$ cat src/core/flash_ctrl_pkg.sv
package flash_ctrl_pkg;
  // ==========================================================
  // mode codes
  typedef enum logic [2:0]
  {
    MODE_STANDBY = 3'b000,
    MODE_FIXED5V = 3'b001,
    MODE_ASSIST = 3'b010,
    MODE_FLASH = 3'b011,
    MODE_INDEP_TO = 3'b100,
    MODE_INDEP_NOTO = 3'b101,
    MODE_5V_TORCH = 3'b110,
    MODE_RESERVED = 3'b111
  } op_mode_t;

  // ==========================================================
  // timing
  localparam int unsigned CLK_HZ = 40_000_000;
  localparam int unsigned MS_CYCLES = CLK_HZ / 1000;
  // flash step per duration code: 100 ms, code 15 gives 1.6 s
  localparam int unsigned FLASH_STEP_MS = 100;
  localparam int unsigned FLASH_STEP_CYCLES = FLASH_STEP_MS * MS_CYCLES;
  localparam int unsigned MASK_TIME_NS = 21_000;
  localparam int unsigned MASK_CYCLES = MASK_TIME_NS / 25;
  localparam int unsigned RAMP_STEP_NS = 1_000;
  localparam int unsigned RAMP_STEP_CYCLES = RAMP_STEP_NS / 25;
  localparam int unsigned WIN1_MS = 1;
  localparam int unsigned WIN2_MS = 2;
  localparam int unsigned WIN3_MS = 5;

  // ==========================================================
  // field positions and reset values
  localparam int FAULT_LIMIT_BIT = 0;
  localparam int FAULT_MASK_BIT = 3;
  localparam int FAULT_TIMEOUT_BIT = 4;
  localparam logic [2:0] LOW_BATT_THRESH_RESET = 3'h0;
  localparam logic [1:0] LOW_BATT_WINDOW_RESET = 2'h3;
  localparam logic [2:0] INPUT_LIMIT_RESET = 3'h4;
  localparam logic [3:0] FLASH_DURATION_RESET = 4'hf;
  localparam logic [5:0] LEVEL_WIDTH_ONE = 6'h01;

  // ==========================================================
  // configuration carrier
  typedef struct packed
  {
    op_mode_t mode;
    logic strobe_hw;
    logic strobe_level;
    logic polarity_invert;
    logic [3:0] duration;
    logic [5:0] led1_flash;
    logic [5:0] led2_flash;
    logic [5:0] led1_mask;
    logic [5:0] led2_mask;
    logic [5:0] led1_torch;
    logic [5:0] led2_torch;
    logic [5:0] low_batt_level;
    logic [2:0] low_batt_thresh;
    logic [1:0] low_batt_window;
    logic limit_enable;
    logic [2:0] limit_value;
  } flash_cfg_t;
endpackage : flash_ctrl_pkg

$ cat src/core/level_ramp.sv
module level_ramp
  import flash_ctrl_pkg::*;
#(
  parameter int W = 6
)
(
  input wire logic sys_clk_in,
  input wire logic reset_in,
  input wire logic [W-1:0] target_in,
  input wire logic step_in,
  output logic [W-1:0] level_out
);
  // ==========================================================
  // rising targets climb one step per tick, falling ones jump
  always_ff @(posedge sys_clk_in or posedge reset_in)
  begin
    if (reset_in)
    begin
      level_out <= '0;
    end
    else if (target_in <= level_out)
    begin
      level_out <= target_in;
    end
    else if (step_in)
    begin
      level_out <= level_out + W'(1);
    end
  end
endmodule : level_ramp

$ cat src/core/led_flash_mode_controller.sv
// Overview of operation
// - mode 011 is flash; a disabled LED gets no current
// - software strobe starts on a write; hardware strobe only from the pin
// - level mode: flash lasts while pin asserted, capped by duration limit
// - level mode overrun ends flash and sets timeout flag bit 4
// - edge mode: rising edge starts, duration limit ends the flash
// - four-bit duration field sets the limit, up to 1.6 s
// - polarity invert makes the trigger pin active low
// - standby with either enable set, then a torch pin rising edge, drives torch level
// - torch pin falling stops current and clears both enables
// - trigger while torch high hands over to flash; else no flash
// - a completed flash clears enables; the mode stays at flash (011)
// - transmit mask drops to mask level within 21 us
// - mask sets fault bit 3; release ramps current back gradually
// - modes 100/101: trigger drives LED1, torch pin LED2, flash or mask
// - mode 100 times OR of LEDs; expiry clears enables, mode 000
// - mode 001 regulates 5 V; mode 000 ends it
// - threshold code 000 disables detection, 001..111 select thresholds
// - low battery reduces flash current to low battery level
// - detection inside the window latches reduced current for the flash
// - input limit enable and value select the battery current limit
// - over-limit at start freezes current, flags bit 0, fills readback
// - mode 110: enabled LEDs toggle torch and low current by torch pin
// - reading the fault register clears bits whose cause has gone
// - chip enable rising edge resets config, enables, flash and faults; the current-limit latch keeps its value
module led_flash_mode_controller
  import flash_ctrl_pkg::*;
#(
  parameter int unsigned STEP_CYCLES = FLASH_STEP_CYCLES,
  parameter int unsigned WIN_MS_CYCLES = MS_CYCLES
)
(
  input wire logic sys_clk_in,
  input wire logic reset_in,
  input wire flash_cfg_t cfg_in,
  input wire logic cfg_write_in,
  input wire logic led1_enable_set_in,
  input wire logic led2_enable_set_in,
  input wire logic sw_strobe_in,
  input wire logic fault_read_in,
  input wire logic chip_enable_in,
  input wire logic flash_trigger_pin_in,
  input wire logic torch_pin_in,
  input wire logic transmit_mask_input_in,
  input wire logic battery_low_in,
  input wire logic battery_over_limit_in,
  output logic [7:0] fault_out,
  output op_mode_t mode_out,
  output logic led1_output_enable_out,
  output logic led2_output_enable_out,
  output logic [5:0] led1_current_out,
  output logic [5:0] led2_current_out,
  output logic [5:0] led1_actual_level_out,
  output logic [5:0] led2_actual_level_out,
  output logic boost_5v_out,
  output logic flash_active_out,
  output logic [2:0] low_battery_threshold_out,
  output logic [2:0] input_limit_value_out,
  output logic input_limit_enable_out
);
  // ==========================================================
  // pin synchronisers
  logic [1:0] trig_s_q, torch_s_q, mask_s_q, ce_s_q, bl_s_q, ol_s_q;
  logic trig_q, torch_q, ce_q;
  flash_cfg_t cfg_q;
  logic trig_act, trig_rise, torch_fall, torch_rise, ce_rise, mask_act;
  always_ff @(posedge sys_clk_in or posedge reset_in)
  begin
    if (reset_in)
    begin
      trig_s_q <= '0;
      torch_s_q <= '0;
      mask_s_q <= '0;
      // enable idles high: starting at one avoids a false rise at release
      ce_s_q <= '1;
      bl_s_q <= '0;
      ol_s_q <= '0;
      trig_q <= 1'b0;
      torch_q <= 1'b0;
      ce_q <= 1'b1;
    end
    else
    begin
      trig_s_q <= {trig_s_q[0], flash_trigger_pin_in};
      torch_s_q <= {torch_s_q[0], torch_pin_in};
      mask_s_q <= {mask_s_q[0], transmit_mask_input_in};
      ce_s_q <= {ce_s_q[0], chip_enable_in};
      bl_s_q <= {bl_s_q[0], battery_low_in};
      ol_s_q <= {ol_s_q[0], battery_over_limit_in};
      trig_q <= trig_act;
      torch_q <= torch_s_q[1];
      ce_q <= ce_s_q[1];
    end
  end

  logic batt_low, over_lim;
  assign trig_act = trig_s_q[1] ^ cfg_q.polarity_invert;
  assign trig_rise = trig_act & ~trig_q;
  assign torch_rise = torch_s_q[1] & ~torch_q;
  assign torch_fall = ~torch_s_q[1] & torch_q;
  assign ce_rise = ce_s_q[1] & ~ce_q;
  assign mask_act = mask_s_q[1];
  assign batt_low = bl_s_q[1] & (cfg_q.low_batt_thresh != 3'h0);
  assign over_lim = ol_s_q[1] & cfg_q.limit_enable;

  // ==========================================================
  // flash sequencer
  logic flash_q, torch_on_q, done_flash, timeout, indep_expire;
  logic [31:0] dur_cnt_q, win_cnt_q;
  logic [31:0] dur_limit, win_limit;
  logic flash_start, in_indep, indep_on;

  // duration code n lasts (n+1) steps; code 15 is the longest
  assign dur_limit = 32'(cfg_q.duration + 5'd1) * STEP_CYCLES;
  assign in_indep = (cfg_q.mode == MODE_INDEP_TO) ||
                    (cfg_q.mode == MODE_INDEP_NOTO);
  assign indep_on = in_indep & (trig_act | torch_s_q[1]);
  assign flash_start = ~flash_q &&
    (((cfg_q.mode == MODE_FLASH) &&
      (cfg_q.strobe_hw ? trig_rise : sw_strobe_in)) ||
     (torch_on_q && torch_s_q[1] && trig_rise));
  assign timeout = flash_q && cfg_q.strobe_hw && cfg_q.strobe_level &&
                   trig_act && (dur_cnt_q >= dur_limit - 1);
  assign done_flash = flash_q && ((dur_cnt_q >= dur_limit - 1) ||
    (cfg_q.strobe_hw && cfg_q.strobe_level && ~trig_act));
  assign indep_expire = (cfg_q.mode == MODE_INDEP_TO) && indep_on &&
                        (dur_cnt_q >= dur_limit - 1);

  always_ff @(posedge sys_clk_in or posedge reset_in)
  begin
    if (reset_in)
    begin
      flash_q <= 1'b0;
      dur_cnt_q <= '0;
    end
    else if (ce_rise)
    begin
      flash_q <= 1'b0;
      dur_cnt_q <= '0;
    end
    else if (flash_start)
    begin
      flash_q <= 1'b1;
      dur_cnt_q <= '0;
    end
    else if (done_flash)
    begin
      flash_q <= 1'b0;
      dur_cnt_q <= '0;
    end
    else if (cfg_write_in && ~flash_q)
    begin
      dur_cnt_q <= '0; // a new mode starts its timer from zero
    end
    else if (flash_q || indep_on)
    begin
      dur_cnt_q <= dur_cnt_q + 32'd1;
    end
    else if (~in_indep)
    begin
      dur_cnt_q <= '0;
    end
  end

  // ==========================================================
  // configuration and mode register
  always_ff @(posedge sys_clk_in or posedge reset_in)
  begin
    if (reset_in)
    begin
      cfg_q <= '0;
      cfg_q.duration <= FLASH_DURATION_RESET;
      cfg_q.low_batt_window <= LOW_BATT_WINDOW_RESET;
      cfg_q.limit_value <= INPUT_LIMIT_RESET;
    end
    else if (ce_rise)
    begin
      cfg_q <= '0;
      cfg_q.duration <= FLASH_DURATION_RESET;
      cfg_q.low_batt_window <= LOW_BATT_WINDOW_RESET;
      cfg_q.limit_value <= INPUT_LIMIT_RESET;
    end
    else if (cfg_write_in)
    begin
      cfg_q <= cfg_in;
    end
    else if (indep_expire)
    begin
      cfg_q.mode <= MODE_STANDBY;
    end
  end

  // ==========================================================
  // per-LED enables: hardware clear wins over software set
  logic en1_q, en2_q, clr_en;
  assign clr_en = (done_flash & ~timeout) | timeout | indep_expire
                | (torch_on_q & torch_fall);
  always_ff @(posedge sys_clk_in or posedge reset_in)
  begin
    if (reset_in)
    begin
      en1_q <= 1'b0;
      en2_q <= 1'b0;
    end
    else if (ce_rise || clr_en)
    begin
      en1_q <= 1'b0;
      en2_q <= 1'b0;
    end
    else if (cfg_write_in)
    begin
      en1_q <= led1_enable_set_in;
      en2_q <= led2_enable_set_in;
    end
  end

  // torch needs enables set first, then a fresh rising edge
  always_ff @(posedge sys_clk_in or posedge reset_in)
  begin
    if (reset_in)
    begin
      torch_on_q <= 1'b0;
    end
    else if (torch_fall || ce_rise || flash_start || ~(en1_q | en2_q)
             || cfg_q.mode != MODE_STANDBY)
    begin
      torch_on_q <= 1'b0;
    end
    else if (torch_rise)
    begin
      torch_on_q <= 1'b1;
    end
  end

  // ==========================================================
  // mask, low battery window and dc limit
  logic lowbat_q, limit_q;
  always_comb
  begin
    unique case (cfg_q.low_batt_window)
      2'b01: win_limit = WIN1_MS * WIN_MS_CYCLES;
      2'b10: win_limit = WIN2_MS * WIN_MS_CYCLES;
      2'b11: win_limit = WIN3_MS * WIN_MS_CYCLES;
      default: win_limit = '1;
    endcase
  end
  always_ff @(posedge sys_clk_in or posedge reset_in)
  begin
    if (reset_in)
    begin
      lowbat_q <= 1'b0;
      win_cnt_q <= '0;
    end
    else if (~flash_q)
    begin
      lowbat_q <= 1'b0;
      win_cnt_q <= '0;
    end
    else
    begin
      if (win_cnt_q != '1)
        win_cnt_q <= win_cnt_q + 32'd1;
      if (batt_low && win_cnt_q < win_limit)
        lowbat_q <= 1'b1;
    end
  end

  logic [5:0] lim1_q, lim2_q;
  logic [5:0] ramp1, ramp2;
  always_ff @(posedge sys_clk_in or posedge reset_in)
  begin
    if (reset_in)
    begin
      limit_q <= 1'b0;
      lim1_q <= '0;
      lim2_q <= '0;
    end
    else if (flash_start)
    begin
      limit_q <= 1'b0;
    end
    else if (flash_q && over_lim && ~limit_q && win_cnt_q < WIN_MS_CYCLES)
    begin
      limit_q <= 1'b1;
      lim1_q <= ramp1;
      lim2_q <= ramp2;
    end
  end

  // ==========================================================
  // current targets
  logic [5:0] tgt1, tgt2, full1, full2;
  logic tick;
  logic [7:0] tick_q;
  assign tick = (tick_q == 8'(RAMP_STEP_CYCLES - 1));
  always_ff @(posedge sys_clk_in or posedge reset_in)
  begin
    if (reset_in)
      tick_q <= '0;
    else
      tick_q <= tick ? 8'h00 : tick_q + 8'h01;
  end

  assign full1 = lowbat_q ? cfg_q.low_batt_level : cfg_q.led1_flash;
  assign full2 = lowbat_q ? cfg_q.low_batt_level : cfg_q.led2_flash;
  always_comb
  begin
    tgt1 = '0;
    tgt2 = '0;
    if (flash_q)
    begin
      tgt1 = mask_act ? cfg_q.led1_mask : full1;
      tgt2 = mask_act ? cfg_q.led2_mask : full2;
      if (limit_q)
      begin
        tgt1 = (lim1_q < tgt1) ? lim1_q : tgt1;
        tgt2 = (lim2_q < tgt2) ? lim2_q : tgt2;
      end
    end
    else if (torch_on_q || cfg_q.mode == MODE_ASSIST)
    begin
      tgt1 = cfg_q.led1_torch;
      tgt2 = cfg_q.led2_torch;
    end
    else if (in_indep)
    begin
      tgt1 = trig_act ? cfg_q.led1_flash : cfg_q.led1_mask;
      tgt2 = torch_s_q[1] ? cfg_q.led2_flash : cfg_q.led2_mask;
    end
    else if (cfg_q.mode == MODE_5V_TORCH)
    begin
      tgt1 = torch_s_q[1] ? cfg_q.led1_torch : LEVEL_WIDTH_ONE;
      tgt2 = torch_s_q[1] ? cfg_q.led2_torch : LEVEL_WIDTH_ONE;
    end
    if (!en1_q)
      tgt1 = '0;
    if (!en2_q)
      tgt2 = '0;
  end

  // drop is immediate (well under 21 us); climb is one step per us
  level_ramp #(.W(6)) u_ramp1
  (
    .sys_clk_in(sys_clk_in),
    .reset_in(reset_in),
    .target_in(tgt1),
    .step_in(tick & ~limit_q),
    .level_out(ramp1)
  );
  level_ramp #(.W(6)) u_ramp2
  (
    .sys_clk_in(sys_clk_in),
    .reset_in(reset_in),
    .target_in(tgt2),
    .step_in(tick & ~limit_q),
    .level_out(ramp2)
  );

  // ==========================================================
  // fault register: set wins over read clear
  logic [7:0] fault_q, fault_set, fault_hold;
  always_comb
  begin
    fault_set = '0;
    fault_set[FAULT_TIMEOUT_BIT] = timeout;
    fault_set[FAULT_MASK_BIT] = flash_q & mask_act;
    fault_set[FAULT_LIMIT_BIT] = flash_q & over_lim & ~limit_q &
                                 (win_cnt_q < WIN_MS_CYCLES);
    fault_hold = '0;
    fault_hold[FAULT_MASK_BIT] = mask_act;
    fault_hold[FAULT_LIMIT_BIT] = over_lim;
  end
  always_ff @(posedge sys_clk_in or posedge reset_in)
  begin
    if (reset_in)
      fault_q <= '0;
    else if (ce_rise)
      fault_q <= '0;
    else if (fault_read_in)
      fault_q <= (fault_q & fault_hold) | fault_set;
    else
      fault_q <= fault_q | fault_set;
  end

  always_ff @(posedge sys_clk_in or posedge reset_in)
  begin
    if (reset_in)
    begin
      led1_actual_level_out <= '0;
      led2_actual_level_out <= '0;
    end
    else
    begin
      led1_actual_level_out <= limit_q ? lim1_q : cfg_q.led1_flash;
      led2_actual_level_out <= limit_q ? lim2_q : cfg_q.led2_flash;
    end
  end

  assign fault_out = fault_q;
  assign mode_out = cfg_q.mode;
  assign led1_output_enable_out = en1_q;
  assign led2_output_enable_out = en2_q;
  assign led1_current_out = ramp1;
  assign led2_current_out = ramp2;
  assign boost_5v_out = (cfg_q.mode == MODE_FIXED5V) ||
                        (cfg_q.mode == MODE_5V_TORCH);
  assign flash_active_out = flash_q;
  assign low_battery_threshold_out = cfg_q.low_batt_thresh;
  assign input_limit_value_out = cfg_q.limit_value;
  assign input_limit_enable_out = cfg_q.limit_enable;
endmodule : led_flash_mode_controller

$ cat config.mk
export PLATFORM = sky130hd
export DESIGN_NAME = led_flash_mode_controller
export DESIGN_NICKNAME = d
export VERILOG_FILES = /design/src/core/flash_ctrl_pkg.sv /design/src/core/level_ramp.sv /design/src/core/led_flash_mode_controller.sv
export SDC_FILE = /design/constraint.sdc
export NUM_CORES = 1
export LEC_CHECK = 0
export BUFFER_PORTS_ARGS = -buffer_cell sky130_fd_sc_hd__buf_2
export CAP_MARGIN = 10
export CORE_MARGIN = 8
export CORE_UTILIZATION = 50
export DETAILED_ROUTE_END_ITERATION = 12
export PLACE_DENSITY = 0.72
export SLEW_MARGIN = 10
export SYNTH_ARGS = -nofsm -noshare
export SYNTH_HDL_FRONTEND = slang
export SYNTH_SLANG_ARGS = --single-unit
$ cat constraint.sdc
create_clock -name sys_clk_in -period 7.5 [get_ports sys_clk_in]
set_input_delay 0.375 -clock sys_clk_in [delete_from_list [all_inputs] [get_ports sys_clk_in]]
set_output_delay 0.375 -clock sys_clk_in [all_outputs]
set_load 0.03 [all_outputs]
* Yosys cells after proc, flatten, opt, wreduce, memory -nomap -nowiden
Cells that the tools add are included.
** Storage, ports and cells
- Register bits :: 198
- Input bits :: 74
- Output and inout bits :: 46
- Word-level logic and storage cells :: 201
** Cells by class
- Add/sub/neg operators :: 7
- Multipliers :: 1
- Magnitude comparators :: 7
- Equality and inequality tests :: 14
- Multiplexer cells :: 58
- Bitwise gates (word level) :: 33
- Reductions and logical operators :: 40
** Operators by type and width (number)
- $mux 32 :: 8
- $mux 6 :: 28
- $pmux 32 s3 :: 1
- $add 32x1->32 const B :: 2
- $mux 61 :: 1
- $mux 58 :: 1
- $ge 32x32->1 :: 1
- $lt 32x16->1 const B :: 1
- $lt 32x32->1 :: 1
- $ne 32x32->1 const B :: 1
- $sub 27x1->28 const B :: 1
- $mux 8 :: 3
- $mul 5x14->19 const B :: 1
- $logic_and 1x1->1 :: 18
- $or 8x5->8 :: 2
- $and 1x1->1 :: 14
- $mux 1 :: 14
- $add 6x1->6 const B :: 2
- $le 6x6->1 :: 2
- $lt 6x6->1 :: 2
- $reduce_bool 2->1 :: 6
- $reduce_bool 3->1 :: 4
- $logic_or 1x1->1 :: 11
- $not 1->1 :: 10
- other kinds (15) :: 25

* Longest topological paths before layout
Gate-level depths: netlist of the first run.
- Depth in word-level cells :: 12
- Depth in mapped cells :: 26
- Mapped depth without buffers :: 23

* Hierarchy
Synthesis of the first run repeated with hierarchy kept, for this count alone.
** Second synthesis, totals
- Cells, all modules :: 1339
- Area total of the unflattened synthesis :: 12903.6 um^2
** Modules (own cells, without submodules)
- led_flash_mode_controller :: times used 1, cells each 1245, area each 11930.2 um^2, seq. area each 4541.9 um^2
- level_ramp :: times used 2, cells each 47, area each 486.7 um^2, seq. area each 150.1 um^2

* Worst setup path after synthesis of the first run
No wires, ideal clock.
- Kind :: register to register
- Start point :: register cfg_q[53] in the netlist's numbering
- End point :: register dur_cnt_q[2]
- Setup time :: 79 ps
- Arrival :: 6513 ps
- Required time :: 7421 ps
- Path slack :: 908 ps
- Cell stages (with the launch flop) :: 26
- Path buffers :: 3
- Clock period less this slack :: 6592 ps
- Cells stage by stage :: dfstp_2 > buf_1 > nand3_1 > xnor2_1 > fa_1 > fa_1 > inv_1 > ha_1 > ha_1 > nand2_1 > o32a_1 > a21oi_1 > o21a_1 > nor2_1 > xnor2_1 > or4b_1 > ha_1 > a21o_1 > a21o_1 > a221oi_1 > o31ai_1 > a2111oi_4 > buf_6 > buf_6 > a21oi_1 > mux2i_1
** Between the ends
- Word-level cells in the longest chain between the ends :: 9
- Elaborated cells between the ends (all ways) :: 10
- Those cells by class :: add/sub: 2; mul: 1; order compare: 1; eq/ne: 1; mux: 3; reduce/logical: 2
** Ends and longest elaborated chain
- from (decl) :: line led_flash_mode_controller.sv:65 : flash_cfg_t cfg_q;
- from (signal assigned) :: line led_flash_mode_controller.sv:185 : cfg_q <= cfg_in;
- $add 4x1->5 (*) :: line led_flash_mode_controller.sv:114 : assign dur_limit = 32'(cfg_q.duration + 5'd1) * STEP_CYCLES;
- $mul 5x14->19 (*) :: line led_flash_mode_controller.sv:114
- $sub 27x1->28 (*) :: line led_flash_mode_controller.sv:124 : assign done_flash = flash_q && ((dur_cnt_q >= dur_limit - 1) ||
- $ge 32x32->1 (*) :: line led_flash_mode_controller.sv:124
- $logic_or 1x1->1 (*) :: line led_flash_mode_controller.sv:124
- $logic_and 1x1->1 (*) :: line led_flash_mode_controller.sv:124
- $mux 32 :: line led_flash_mode_controller.sv:146 : else if (done_flash)
- $mux 32 :: line led_flash_mode_controller.sv:141 : else if (flash_start)
- $mux 32 :: line led_flash_mode_controller.sv:136 : else if (ce_rise)
- to (signal assigned) :: line led_flash_mode_controller.sv:157 : dur_cnt_q <= dur_cnt_q + 32'd1;
- to (decl) :: line led_flash_mode_controller.sv:109 : logic [31:0] dur_cnt_q, win_cnt_q;
Every way passes the cells marked *; elsewhere a longest branch is shown, timed or not.
A chain may end at the register's enable or synchronous reset.

* Worst setup path after layout of the first run
- Start point :: register cfg_q[51] in the netlist's numbering
- End point :: register dur_cnt_q[22]
Same word-level chain as after synthesis.

==> results by group, run 1 <==
Power and ir drop
  – Max VDD drop: 166 µV
  – Power density cells: 258 nW/µm²
  – Leakage: 0.00684 µW
  – Tot Pwr: 3660 µW

Clock network
  – Setup bufs post-CTS: 0
  – CTS root buf: clkbuf_16
  – Reg clk slew, reported paths: 0.08 ns
  – H-tree levels: 4
  – CTS tree: built
  – Clk Latency, worst-skew pair: 0.44 ns
  – Total CTS buffers: 17
  – Max Root-Sink Buffers: 2
  – CTS Sinks: 193

Synth
  – EDFF count, synth: 0
  – Ys async rst share: 1.00
  – Main flop type after synthesis: dfrtp_1
  – Syn_area_per_cell: 9.56 µm²
  – Top cell type's share of synthesized area: 0.358
  – Warnings from Yosys: 0
  – Synthesized area: 12800 µm²
  – Synth area leader: dfrtp_1
  – Post-synth cell types: 84
  – Area contributors post-synth: dfrtp_1 (36%), ha_1 (11%), mux2i_1 (7.0%), nor2_1 (4.6%), a21oi_1 (2.7%)
  – Syn Inst Count: 1340
  – Register area share after synthesis: 0.378
  – Number of synthesized register bits: 193

Outcome
  – Outcome: finished, final reports clean

Placement
  – Number of port buffers: 114
  – Placer Congestion: 0.905
  – Place WS: 0.186 ns
  – Cell count after placement: 1724
  – Dpl hpwl: 23.2 mm

Global routing
  – GRT met1 Usage: 0.272
  – Vias in the first global route: 10300
  – Initial antenna violation count: 0
  – Overall global routing resource usage: 0.211
  – Largest net degree at the start of global routing: 113
  – Met3 Track Usage GR: 0.0451
  – Most Used Layer, Global Route: met2
  – M2 GR Usage: 0.352
  – First-pass GRT wire length: 53.5 mm
  – Total gr overflow: 0

Detailed routing
  – Via count: 10200
  – ANT nets after route: 0
  – Residual DRC: 0
  – Per-cell routed wire length: 18.4 µm
  – Initial drt markers: 895
  – Via density: 5.82
  – Wirelength, routed: 32.4 mm
  – Initial DRT Pass Iterations: 7

Timing
  – Final TNS setup: 0 ns
  – Worst Skew: 0.0125 ns
  – Slew HR: 0.278
  – Unrepaired setup endpoints after global routing: false
  – Max-slew violation count: 0
  – Maximum clock rate: 142 MHz
  – Worst Tran Pin Value: 1.08 ns
  – Final setup viols: 0
  – Min Tclk post-route: 7.04 ns
  – Worst Setup Slack, final: 0.456 ns
  – Final Cycle Share: 0.939
  – Count of final hold-check violations: 0

Worst setup path
  – R2R Setup Slk: 0.46 ns
  – CP Capture Type: flop
  – Crit path launch type: flop
  – CP required: 7.88 ns
  – Worst r2r src: cfg_q[51]
  – R2r endpoint: dur_cnt_q[22]
  – CP Class: reg -> reg
  – Worst-case reg-to-reg path depth: 24
  – Critical path fanouts, max: 26
  – Critical path arrival: 7.42 ns

Finish
  – Layout filler cell count: 2213
  – Fin nets: 1608
  – Layout cell share with drive strength beyond 1: 0.160
  – Commonest cells after routing, fill and taps aside: dfrtp_1 (183), nor2_1 (155), ha_1 (114), buf_2 (113), nand2_1 (92)
  – FF+latch area: 4840 µm²
  – Area growth syn-to-layout: 10.6%
  – Ant diodes: 0
  – Multi-input gate area: 7360 µm²
  – Fin cells: 1756
  – Most common library cell in the layout ignoring fill and taps: dfrtp_1

Hold path
  – Worst hold path type: in -> async

Floorplan
  – Die area: 31000 µm²
  – Initial Util: 0.509
  – Rows: 58
  – Die Width: 176 µm
  – I/O pin total: 120
  – Die Span Y: 176 µm
  – Core box area: 25200 µm²

Flow run
  – Max Cap Viol: 0
## layout make-up
type / instances / share of cell area
clock buffer: 17 / 0.0300
clock inverter: 15 / 0.0153
inverter: 60 / 0.0164
multi-input combinational: 1015 / 0.520
sequential: 193 / 0.342
tap: 330 / 0.0291
timing repair buffer: 126 / 0.0477
## cells by family after synthesis
group	Yosys count	synth area share
and+or+nand+nor	457	0.177
AOI/OAI and AO/OA	245	0.128
other	1	0.000293
buffers and inverters	136	0.0524
DFF	193	0.378
xor gates and xnor gates	73	0.0505
adders and majority gates	122	0.122
muxes	113	0.0907
## stage by stage
stage | area [µm²] | utilization | hold WS, ns
after global routing | 14200 | 0.563 | 0.0171
after global placement | 13500 | 0.536 | 0.334
after CTS | 14100 | 0.561 | 0.0239
after floorplan | 12800 | - | 0.331
after detailed placement | 13500 | 0.536 | 0.336
final | 14200 | 0.563 | 0.0324
## state kept, by name, summed over array words and instances, names as in the netlist, 3 cells and up
register	count
fault_out	3
mode_out	3
input_limit_value_out	3
led2_actual_level_out	6
lim2_q	6
led1_actual_level_out	6
low_battery_threshold_out	3
cfg_q	51
tick_q	8
u_ramp2.level_out	6
win_cnt_q	32
lim1_q	6
dur_cnt_q	32
u_ramp1.level_out	6
## per-layer routing
layer / routed length, µm / share of wire / up-vias
li1: - / - / 4902
met1: 14200 / 0.44 / 4973
met2: 15600 / 0.48 / 288
met3: 1860 / 0.057 / 50
met4: 634 / 0.020 / 0
met5: 0 / 0 / -
## critical path, cell delays in order, from the launching register on
cell	delay, ns
dfstp_2	0.70
ha_2	0.35
xor2_4	0.24
inv_1	0.13
fa_1	0.50
fa_1	0.55
inv_1	0.04
ha_1	0.28
ha_1	0.38
nand2_1	0.07
o32a_1	0.31
a21oi_1	0.20
o21a_1	0.14
nor2_1	0.04
xnor2_1	0.14
or4b_1	0.65
ha_1	0.37
a21o_1	0.18
a21o_1	0.17
a221oi_1	0.25
o31ai_1	0.19
a2111oi_4	0.46
buf_12	0.21
or3b_1	0.35
nand3_1	0.08
## cells in the mapped netlist (6+ instances only)
library cell  instances
a211oi_1             10
a21o_1               22
a21oi_1              70
a221o_1               7
a22o_1               12
and2_1                7
and3_1               19
buf_1                14
buf_2                13
buf_4                15
clkbuf_1             26
dfrtp_1             183
dfstp_2              10
fa_1                  6
ha_1                115
inv_1                59
mux2_2               24
mux2i_1              89
nand2_1              92
nand2b_1             10
nand3_1              49
nand3_2               6
nand3b_1              6
nand4_1              30
nor2_1              156
nor2b_1               9
nor3_1               20
nor4_1               16
o211a_1               6
o211ai_1             15
o21ai_0              54
o21ai_1               6
o31ai_1               9
or3_1                 8
xnor2_1              40
xor2_1               32
## how the worst max path moves through the flow
stage	start	to	slack, ns	depth (start not counted)
finish	cfg_q[51]	dur_cnt_q[22]	0.46	24
global route	cfg_q[51]	dur_cnt_q[4]	0.04	24
CTS	cfg_q[51]	dur_cnt_q[4]	0.17	24
detailed placement	cfg_q[51]	dur_cnt_q[4]	0.19	24
global placement	cfg_q[51]	dur_cnt_q[22]	0.42	24
floorplan	cfg_q[53]	dur_cnt_q[2]	0.91	25
## power breakdown
group          leakage [µW]  switching [µW]  internal, µW
clock              0.000311             451           544
sequential          0.00253             114          1140
combinational       0.00400             858           553
total               0.00684            1420          2240
## timing repair
item / 4_1_cts / 5_1_grt
resized for setup: 0 / 5
endpoints found under the setup margin: 0 / 27
hold buffers: 0 / 0
Power figures use the tool's default switching activity.
==> inputs of run 2 (changes only) <==
GPL_ROUTABILITY_DRIVEN = 0   (was not set)
PLACE_DENSITY = 0.79   (was 0.72)
==> run 2 against run 1 <==
Net effect:
- via count is 1.5% higher
- power is 2.7% lower
- cell count hardly changed
- register-to-register slack worse by 0.05 ns
- die area stayed put
- non-clock buffer count is 1 higher
- critical path type unchanged
- largest power group unchanged
==> results by group, run 2 (synthesis gave the netlist of run 1 again) <==
Floorplan
  – Initial Util: 0.509 (unchanged)
  – I/O pin total: 120 (unchanged)
  – Die area: 31000 µm² (unchanged)
  – Die Span Y: 176 µm (unchanged)
  – Core box area: 25200 µm² (unchanged)
  – Die Width: 176 µm (unchanged)
  – Rows: 58 (unchanged)

Power and ir drop
  – Power density cells: 253 nW/µm² (was 258 nW/µm²)
  – Sw Pwr: 1420 µW (about the same)
  – Gate power share: 0.395 (was 0.385)
  – Switching share of power: 0.398 (was 0.389)
  – Sequential power share: 0.353 (was 0.343)
  – Max VDD drop: 208 µV (was 166 µV)
  – Clock power frac: 0.252 (was 0.272)
  – Leakage: 0.00679 µW (was 0.00684 µW)
  – Internal power: 2140 µW (was 2240 µW)

Global routing
  – Total gr overflow: 0 (unchanged)
  – First-pass GRT wire length: 53.3 mm (was 53.5 mm)
  – M2 GR Usage: 0.339 (was 0.352)
  – Vias in the first global route: 10500 (was 10300)
  – GRT met1 Usage: 0.273 (was 0.272)
  – Initial antenna violation count: 0 (unchanged)
  – Met3 Track Usage GR: 0.0436 (was 0.0451)
  – Most Used Layer, Global Route: met2 (unchanged)
  – Largest net degree at the start of global routing: 110 (was 113)
  – Overall global routing resource usage: 0.208 (was 0.211)

Worst setup path
  – Crit path launch type: flop (unchanged)
  – CP Class: reg -> reg (unchanged)
  – CP required: 7.89 ns (was 7.88 ns)
  – CP Capture Type: flop (unchanged)
  – Critical path arrival: 7.48 ns (was 7.42 ns)
  – Critical path fanouts, max: 37 (was 26)

Finish
  – Number of flip-flops in the largest register: 51 (unchanged)
  – Reg with most FFs: cfg_q (unchanged)
  – Fin nets: 1609 (was 1608)
  – Layout cell share with drive strength beyond 1: 0.158 (was 0.160)
  – Biggest registers after layout: cfg_q: 51 flops, dur_cnt_q: 32 flops, win_cnt_q: 32 flops (unchanged)
  – Most common library cell in the layout ignoring fill and taps: dfrtp_1 (unchanged)
  – Commonest cells after routing, fill and taps aside: dfrtp_1 (183), nor2_1 (156), ha_1 (114), buf_2 (113), nand2_1 (92) (was dfrtp_1 (183), nor2_1 (155), ha_1 (114), buf_2 (113), nand2_1 (92))
  – Layout filler cell count: 2195 (was 2213)
  – Fin cells: 1757 (was 1756)
  – Area growth syn-to-layout: 9.87% (was 10.6%)
  – Ant diodes: 0 (unchanged)
  – Final core occ: 0.559 (was 0.563)

Timing
  – Unrepaired setup endpoints after global routing: false (unchanged)
  – Slew HR: 0.223 (was 0.278)
  – Worst Tran Pin Value: 1.16 ns (was 1.08 ns)
  – Maximum clock rate: 141 MHz (was 142 MHz)
  – Worst Skew: 0.0104 ns (was 0.0125 ns)
  – Final setup viols: 0 (unchanged)
  – Max-slew violation count: 0 (unchanged)
  – Final Cycle Share: 0.946 (was 0.939)
  – Min Tclk post-route: 7.10 ns (was 7.04 ns)
  – Final TNS setup: 0 ns (unchanged)
  – Count of final hold-check violations: 0 (unchanged)

Clock network
  – CTS root buf: clkbuf_16 (unchanged)
  – Max Root-Sink Buffers: 2 (unchanged)
  – CTS Sinks: 193 (unchanged)
  – Total CTS buffers: 17 (unchanged)
  – CTS tree: built (unchanged)
  – H-tree levels: 4 (unchanged)
  – Clk Latency, worst-skew pair: 0.45 ns (was 0.44 ns)
  – Setup bufs post-CTS: 0 (unchanged)
  – Reg clk slew, reported paths: 0.08 ns (about the same)

Placement
  – Dpl hpwl: 23.4 mm (was 23.2 mm)
  – Cell count after placement: 1725 (was 1724)
  – Number of port buffers: 114 (unchanged)

Detailed routing
  – Via count: 10400 (was 10200)
  – Wirelength, routed: 32.5 mm (was 32.4 mm)
  – Initial drt markers: 674 (was 895)
  – Via density: 5.90 (was 5.82)
  – Residual DRC: 0 (unchanged)
  – ANT nets after route: 0 (unchanged)
  – Per-cell routed wire length: 18.5 µm (was 18.4 µm)
  – Initial DRT Pass Iterations: 5 (was 7)

Hold path
  – Worst hold path type: in -> async (unchanged)

Outcome
  – Outcome: finished, final reports clean (unchanged)

Flow run
  – Max Cap Viol: 0 (unchanged)
-- run 2: stage by stage --
stage | instance area [µm²] | setup WS, ns | total power (µW) | hold WS [ns]
after floorplan | 12800 | 0.908 | 2330 | 0.331
after global placement | 13500 | 0.612 | 2620 | 0.334
after detailed placement | 13500 | 0.289 | 2670 | 0.335
after CTS | 14100 | 0.237 | 3570 | 0.0139
after global routing | 14100 | 0.00228 | 3790 | 0.0157
final | 14100 | 0.405 | 3560 | 0.0255
-- run 2: worst paths after layout --
| kind | depth (start not counted) | start | slack (ns) | endpoint |
|---|---|---|---|---|
| setup / recovery | 25 | cfg_q[51] | 0.40 | dur_cnt_q[22] |
| hold / removal | 2 | reset_in | 0.03 | low_battery_threshold_out[2] |
| setup reg to reg | 25 | cfg_q[51] | 0.40 | dur_cnt_q[22] |
| hold reg to reg | 0 | ol_s_q[0] | 0.35 | ol_s_q[1] |
| max in group asynchronous | 3 | reset_in | 5.81 | lim2_q[1] |
| min in group sys_clk_in | 1 | transmit_mask_input_in | 0.03 | mask_s_q[0] |
-- run 2: routing by layer --
metal	vias up	share of wire
met5	-	0
met1	5089	0.44
li1	4915	-
met2	308	0.48
met4	0	0.020
met3	58	0.064
-- run 2: what timing repair did --
item / CTS / global route
resized for setup: 0 / 4
hold buffers: 0 / 0
endpoints found under the setup margin: 0 / 21
-- run 2: critical path, cell delays in order, from the launching register on --
cell       delay, ns
dfstp_4         0.71
ha_2            0.27
xor2_1          0.19
buf_4           0.17
ha_1            0.23
ha_1            0.28
inv_1           0.05
fa_1            0.50
inv_1           0.04
ha_1            0.33
nand4_1         0.14
o311ai_2        0.12
a21o_1          0.21
a21oi_1         0.25
xor2_1          0.33
and4_1          0.22
or4b_1          0.58
ha_1            0.37
a21o_1          0.20
a21o_1          0.18
a221oi_1        0.28
o31ai_1         0.22
a2111oi_4       0.47
buf_12          0.24
or3b_1          0.37
nand3_1         0.09
-- run 2: power groups by stage --
| stage | combinational [µW] | clock, µW | sequential, µW |
|---|---|---|---|
| 2_1_floorplan | 1020 | 0 | 1310 |
| 3_3_place_gp | 1350 | 0 | 1270 |
| 3_5_place_dp | 1390 | 0 | 1270 |
| 4_1_cts | 1400 | 906 | 1260 |
| 5_1_grt | 1580 | 940 | 1270 |
| 6_report | 1410 | 898 | 1260 |
-- run 2: area by class of cell --
| class | count | area [µm²] | area share |
|---|---|---|---|
| multi-input cells | 1015 | 7340 | 0.521 |
| flip-flops and latches | 193 | 4850 | 0.344 |
| repair buffers | 127 | 683 | 0.0485 |
| clock buffers | 19 | 443 | 0.0315 |
| well taps | 330 | 413 | 0.0293 |
| inverters | 60 | 233 | 0.0165 |
| clock inverters | 13 | 119 | 0.00845 |
==> inputs of run 3 (changes only) <==
CELL_PAD_IN_SITES_DETAIL_PLACEMENT = 0   (was not set)
CELL_PAD_IN_SITES_GLOBAL_PLACEMENT = 1   (was not set)
CORE_UTILIZATION = 47   (was 50)
PLACE_DENSITY = 0.91   (was 0.79)
SYNTH_HIERARCHICAL = 1   (was not set)
==> run 3 against run 2 <==
Net effect:
- power up 5.4%
- synthesized cell count about the same
- largest power group unchanged
- critical path depth down 1
- first-iteration DRC count up 12%
- global-route usage down 1.5 points
- maximum frequency up 0.54%
- hold slack better by 0.0036 ns
==> results by group, run 3 <==
Clock network
  – Reg clk slew, reported paths: 0.09 ns (was 0.08 ns)
  – Total CTS buffers: 17 (unchanged)
  – CTS Sinks: 193 (unchanged)
  – Max Root-Sink Buffers: 2 (unchanged)
  – Clk Latency, worst-skew pair: 0.44 ns (was 0.45 ns)
  – CTS tree: built (unchanged)
  – CTS root buf: clkbuf_16 (unchanged)
  – H-tree levels: 4 (unchanged)

Synth
  – EDFF count, synth: 0 (unchanged)
  – Synth area leader: dfrtp_1 (unchanged)
  – Most frequent cells after synthesis: dfrtp_1 (183), nor2_1 (125), nand2_1 (118) (was dfrtp_1 (183), nor2_1 (156), ha_1 (115))
  – Area contributors post-synth: dfrtp_1 (35%), ha_1 (11%), mux2i_1 (6.3%), nor2_1 (3.6%), mux2_2 (3.5%) (was dfrtp_1 (36%), ha_1 (11%), mux2i_1 (7.0%), nor2_1 (4.6%), a21oi_1 (2.7%))
  – Ys async rst share: 1.00 (unchanged)
  – Warnings from Yosys: 6 (was 0)
  – Syn Inst Count: 1339 (was 1340)
  – Register area share after synthesis: 0.375 (was 0.378)
  – Post-synth cell types: 82 (was 84)
  – Most common cell in the netlist: dfrtp_1 (unchanged)
  – Number of synthesized register bits: 193 (unchanged)
  – Main flop type after synthesis: dfrtp_1 (unchanged)
  – Syn_area_per_cell: 9.64 µm² (was 9.56 µm²)
  – Synthesized area: 12900 µm² (was 12800 µm²)
  – Top cell type's share of synthesized area: 0.355 (was 0.358)

Timing
  – Unrepaired setup endpoints after global routing: false (unchanged)
  – Slew HR: 0.273 (was 0.223)
  – Max-slew violation count: 0 (unchanged)
  – Maximum clock rate: 142 MHz (was 141 MHz)
  – Final setup viols: 0 (unchanged)
  – Final Cycle Share: 0.941 (was 0.946)
  – Worst Skew: 0.0173 ns (was 0.0104 ns)
  – Count of final hold-check violations: 0 (unchanged)
  – Min Tclk post-route: 7.06 ns (was 7.10 ns)
  – Final TNS setup: 0 ns (unchanged)
  – Hold WS: 0.0292 ns (was 0.0255 ns)
  – Worst Tran Pin Value: 1.08 ns (was 1.16 ns)
  – Worst Setup Slack, final: 0.443 ns (was 0.405 ns)

Worst setup path
  – Worst path cell trace: ha_1 > buf_4 > and3_4 > ha_1 > inv_1 > fa_1 > fa_1 > inv_1 > ha_1 > or3_1 > o211ai_1 > xnor2_1 > or4_1 > or4_1 > ha_1 > nand4_1 > nor3_2 > nand3_1 > o311ai_4 > o31ai_4 > buf_4 > buf_4 > a31oi_1 > o22ai_1
  – Critical path fanouts, max: 20 (was 37)
  – Critical Path Slowest Stage Cell: dfstp_2 (was dfstp_4)
  – CP Capture Type: flop (unchanged)
  – Crit path launch type: flop (unchanged)
  – CP most frequent cell: ha_1 (unchanged)
  – CP required: 7.80 ns (was 7.89 ns)
  – Max incr delay on CP: 0.67 ns (was 0.71 ns)
  – Critical path arrival: 7.36 ns (was 7.48 ns)
  – CP Class: reg -> reg (unchanged)

Finish
  – Reg with most FFs: cfg_q (unchanged)
  – Most common library cell in the layout ignoring fill and taps: dfrtp_1 (unchanged)
  – Biggest registers after layout: cfg_q: 51 flops, dur_cnt_q: 32 flops, win_cnt_q: 32 flops (unchanged)
  – Area growth syn-to-layout: 11.1% (was 9.87%)
  – Commonest cells after routing, fill and taps aside: dfrtp_1 (182), nor2_1 (125), nand2_1 (118), ha_1 (115), buf_2 (113) (was dfrtp_1 (183), nor2_1 (156), ha_1 (114), buf_2 (113), nand2_1 (92))
  – Fin cells: 1775 (was 1757)
  – Fin nets: 1616 (was 1609)
  – Ant diodes: 0 (unchanged)
  – Layout cell share with drive strength beyond 1: 0.172 (was 0.158)
  – Number of flip-flops in the largest register: 51 (unchanged)

Floorplan
  – I/O pin total: 120 (unchanged)
  – Die Width: 182 µm (was 176 µm)
  – Die Span Y: 182 µm (was 176 µm)
  – Core box area: 27000 µm² (was 25200 µm²)
  – Die area: 33000 µm² (was 31000 µm²)
  – Initial Util: 0.479 (was 0.509)
  – Rows: 60 (was 58)

Global routing
  – Largest net degree at the start of global routing: 125 (was 110)
  – Overall global routing resource usage: 0.194 (was 0.208)
  – Initial antenna violation count: 0 (unchanged)
  – Total gr overflow: 0 (unchanged)
  – First-pass GRT wire length: 52.7 mm (was 53.3 mm)
  – Vias in the first global route: 10100 (was 10500)

Detailed routing
  – Initial DRT Pass Iterations: 5 (unchanged)
  – Per-cell routed wire length: 18.0 µm (was 18.5 µm)
  – Initial drt markers: 754 (was 674)
  – Residual DRC: 0 (unchanged)
  – Via count: 10100 (was 10400)
  – ANT nets after route: 0 (unchanged)
  – Via density: 5.70 (was 5.90)
  – Wirelength, routed: 32.0 mm (was 32.5 mm)

Outcome
  – Outcome: finished, final reports clean (unchanged)

Power and ir drop
  – Tot Pwr: 3760 µW (was 3560 µW)
  – Internal power: 2260 µW (was 2140 µW)
  – Sw Pwr: 1490 µW (was 1420 µW)
  – Clock power frac: 0.254 (was 0.252)
  – Gate power share: 0.400 (was 0.395)
  – Leakage: 0.00682 µW (was 0.00679 µW)
  – Switching share of power: 0.398 (about the same)
  – Power density cells: 262 nW/µm² (was 253 nW/µm²)
  – Sequential power share: 0.346 (was 0.353)
  – Max VDD drop: 152 µV (was 208 µV)

Placement
  – Number of port buffers: 114 (unchanged)
  – Dpl hpwl: 23.2 mm (was 23.4 mm)
  – Cell count after placement: 1742 (was 1725)
  – Place WS: 0.318 ns (was 0.289 ns)

Flow run
  – Max Cap Viol: 0 (unchanged)

Hold path
  – Worst hold path type: in -> reg (was in -> async)
-- run 3: logic make-up (layout without fill, tap and decap cells) --
logic type,count (synthesis),in the layout,synth area share
AND/OR/NAND/NOR,484,484,0.186
adder cells (fa/ha/maj),122,122,0.122
XOR/XNOR,86,86,0.0604
AO/OA/AOI/OAI,199,199,0.112
flip-flops,193,193,0.375
buffers and inverters,133,224,0.0459
other,1,5,0.000291
multiplexers,121,121,0.0977
-- run 3: final timing paths --
check | startpoint | endpoint | slack (ns) | cells past startpoint
setup / recovery | cfg_q[51] | dur_cnt_q[8] | 0.44 | 24
hold / removal | chip_enable_in | ce_s_q[0] | 0.03 | 1
setup reg to reg | cfg_q[51] | dur_cnt_q[8] | 0.44 | 24
hold reg to reg | ol_s_q[0] | ol_s_q[1] | 0.35 | 0
max in group asynchronous | reset_in | flash_active_out | 5.48 | 4
min in group asynchronous | reset_in | u_ramp2/level_out[3] | 0.46 | 3
-- run 3: critical path: cells and delay by family (launching register included) --
kind	cells	cell delay (ns)
buffers and inverters	5	0.72
flip-flops	1	0.67
AND/OR/NAND/NOR	7	2.36
XOR/XNOR	1	0.18
AO/OA/AOI/OAI	5	0.92
adder cells (fa/ha/maj)	6	2.09
-- run 3: layer usage --
layer / GRT usage / routed length [µm] / vias to the layer above / part of all wire
met5: 0 / 0 / - / 0
met4: 0.0581 / 574 / 0 / 0.018
met3: 0.0393 / 1720 / 29 / 0.054
met2: 0.311 / 14900 / 286 / 0.46
met1: 0.260 / 14800 / 4893 / 0.46
li1: - / - / 4915 / -
-- run 3: metrics by stage --
| stage | instance area [µm²] | util |
|---|---|---|
| 2_1_floorplan | 12900 | - |
| 3_3_place_gp | 13700 | 0.508 |
| 3_5_place_dp | 13700 | 0.508 |
| 4_1_cts | 14300 | 0.531 |
| 5_1_grt | 14300 | 0.532 |
| 6_report | 14300 | 0.532 |
-- run 3: cell type report --
type / instances / area [µm²]
clock inverters: 14 / 189
inverters: 65 / 254
repair buffers: 127 / 673
multi-input cells: 1017 / 7530
fillers: 2430 / 12600
well taps: 341 / 427
clock buffers: 18 / 429
flip-flops and latches: 193 / 4840
-- run 3: power by group through the flow --
stage	logic (µW)	registers [µW]	clock network (µW)
2_1_floorplan	1110	1330	0
3_3_place_gp	1440	1310	0
3_5_place_dp	1480	1310	0
4_1_cts	1500	1300	968
5_1_grt	1660	1310	1010
6_report	1500	1300	955
-- run 3: repair_timing --
| action | in CTS | in global routing |
|---|---|---|
| setup endpoints to repair | 0 | 31 |
| gates resized for setup | 0 | 5 |
| hold buffers | 1 | 0 |
| buffers inserted | 0 | 0 |
| endpoints found under the hold margin | 12 | 0 |
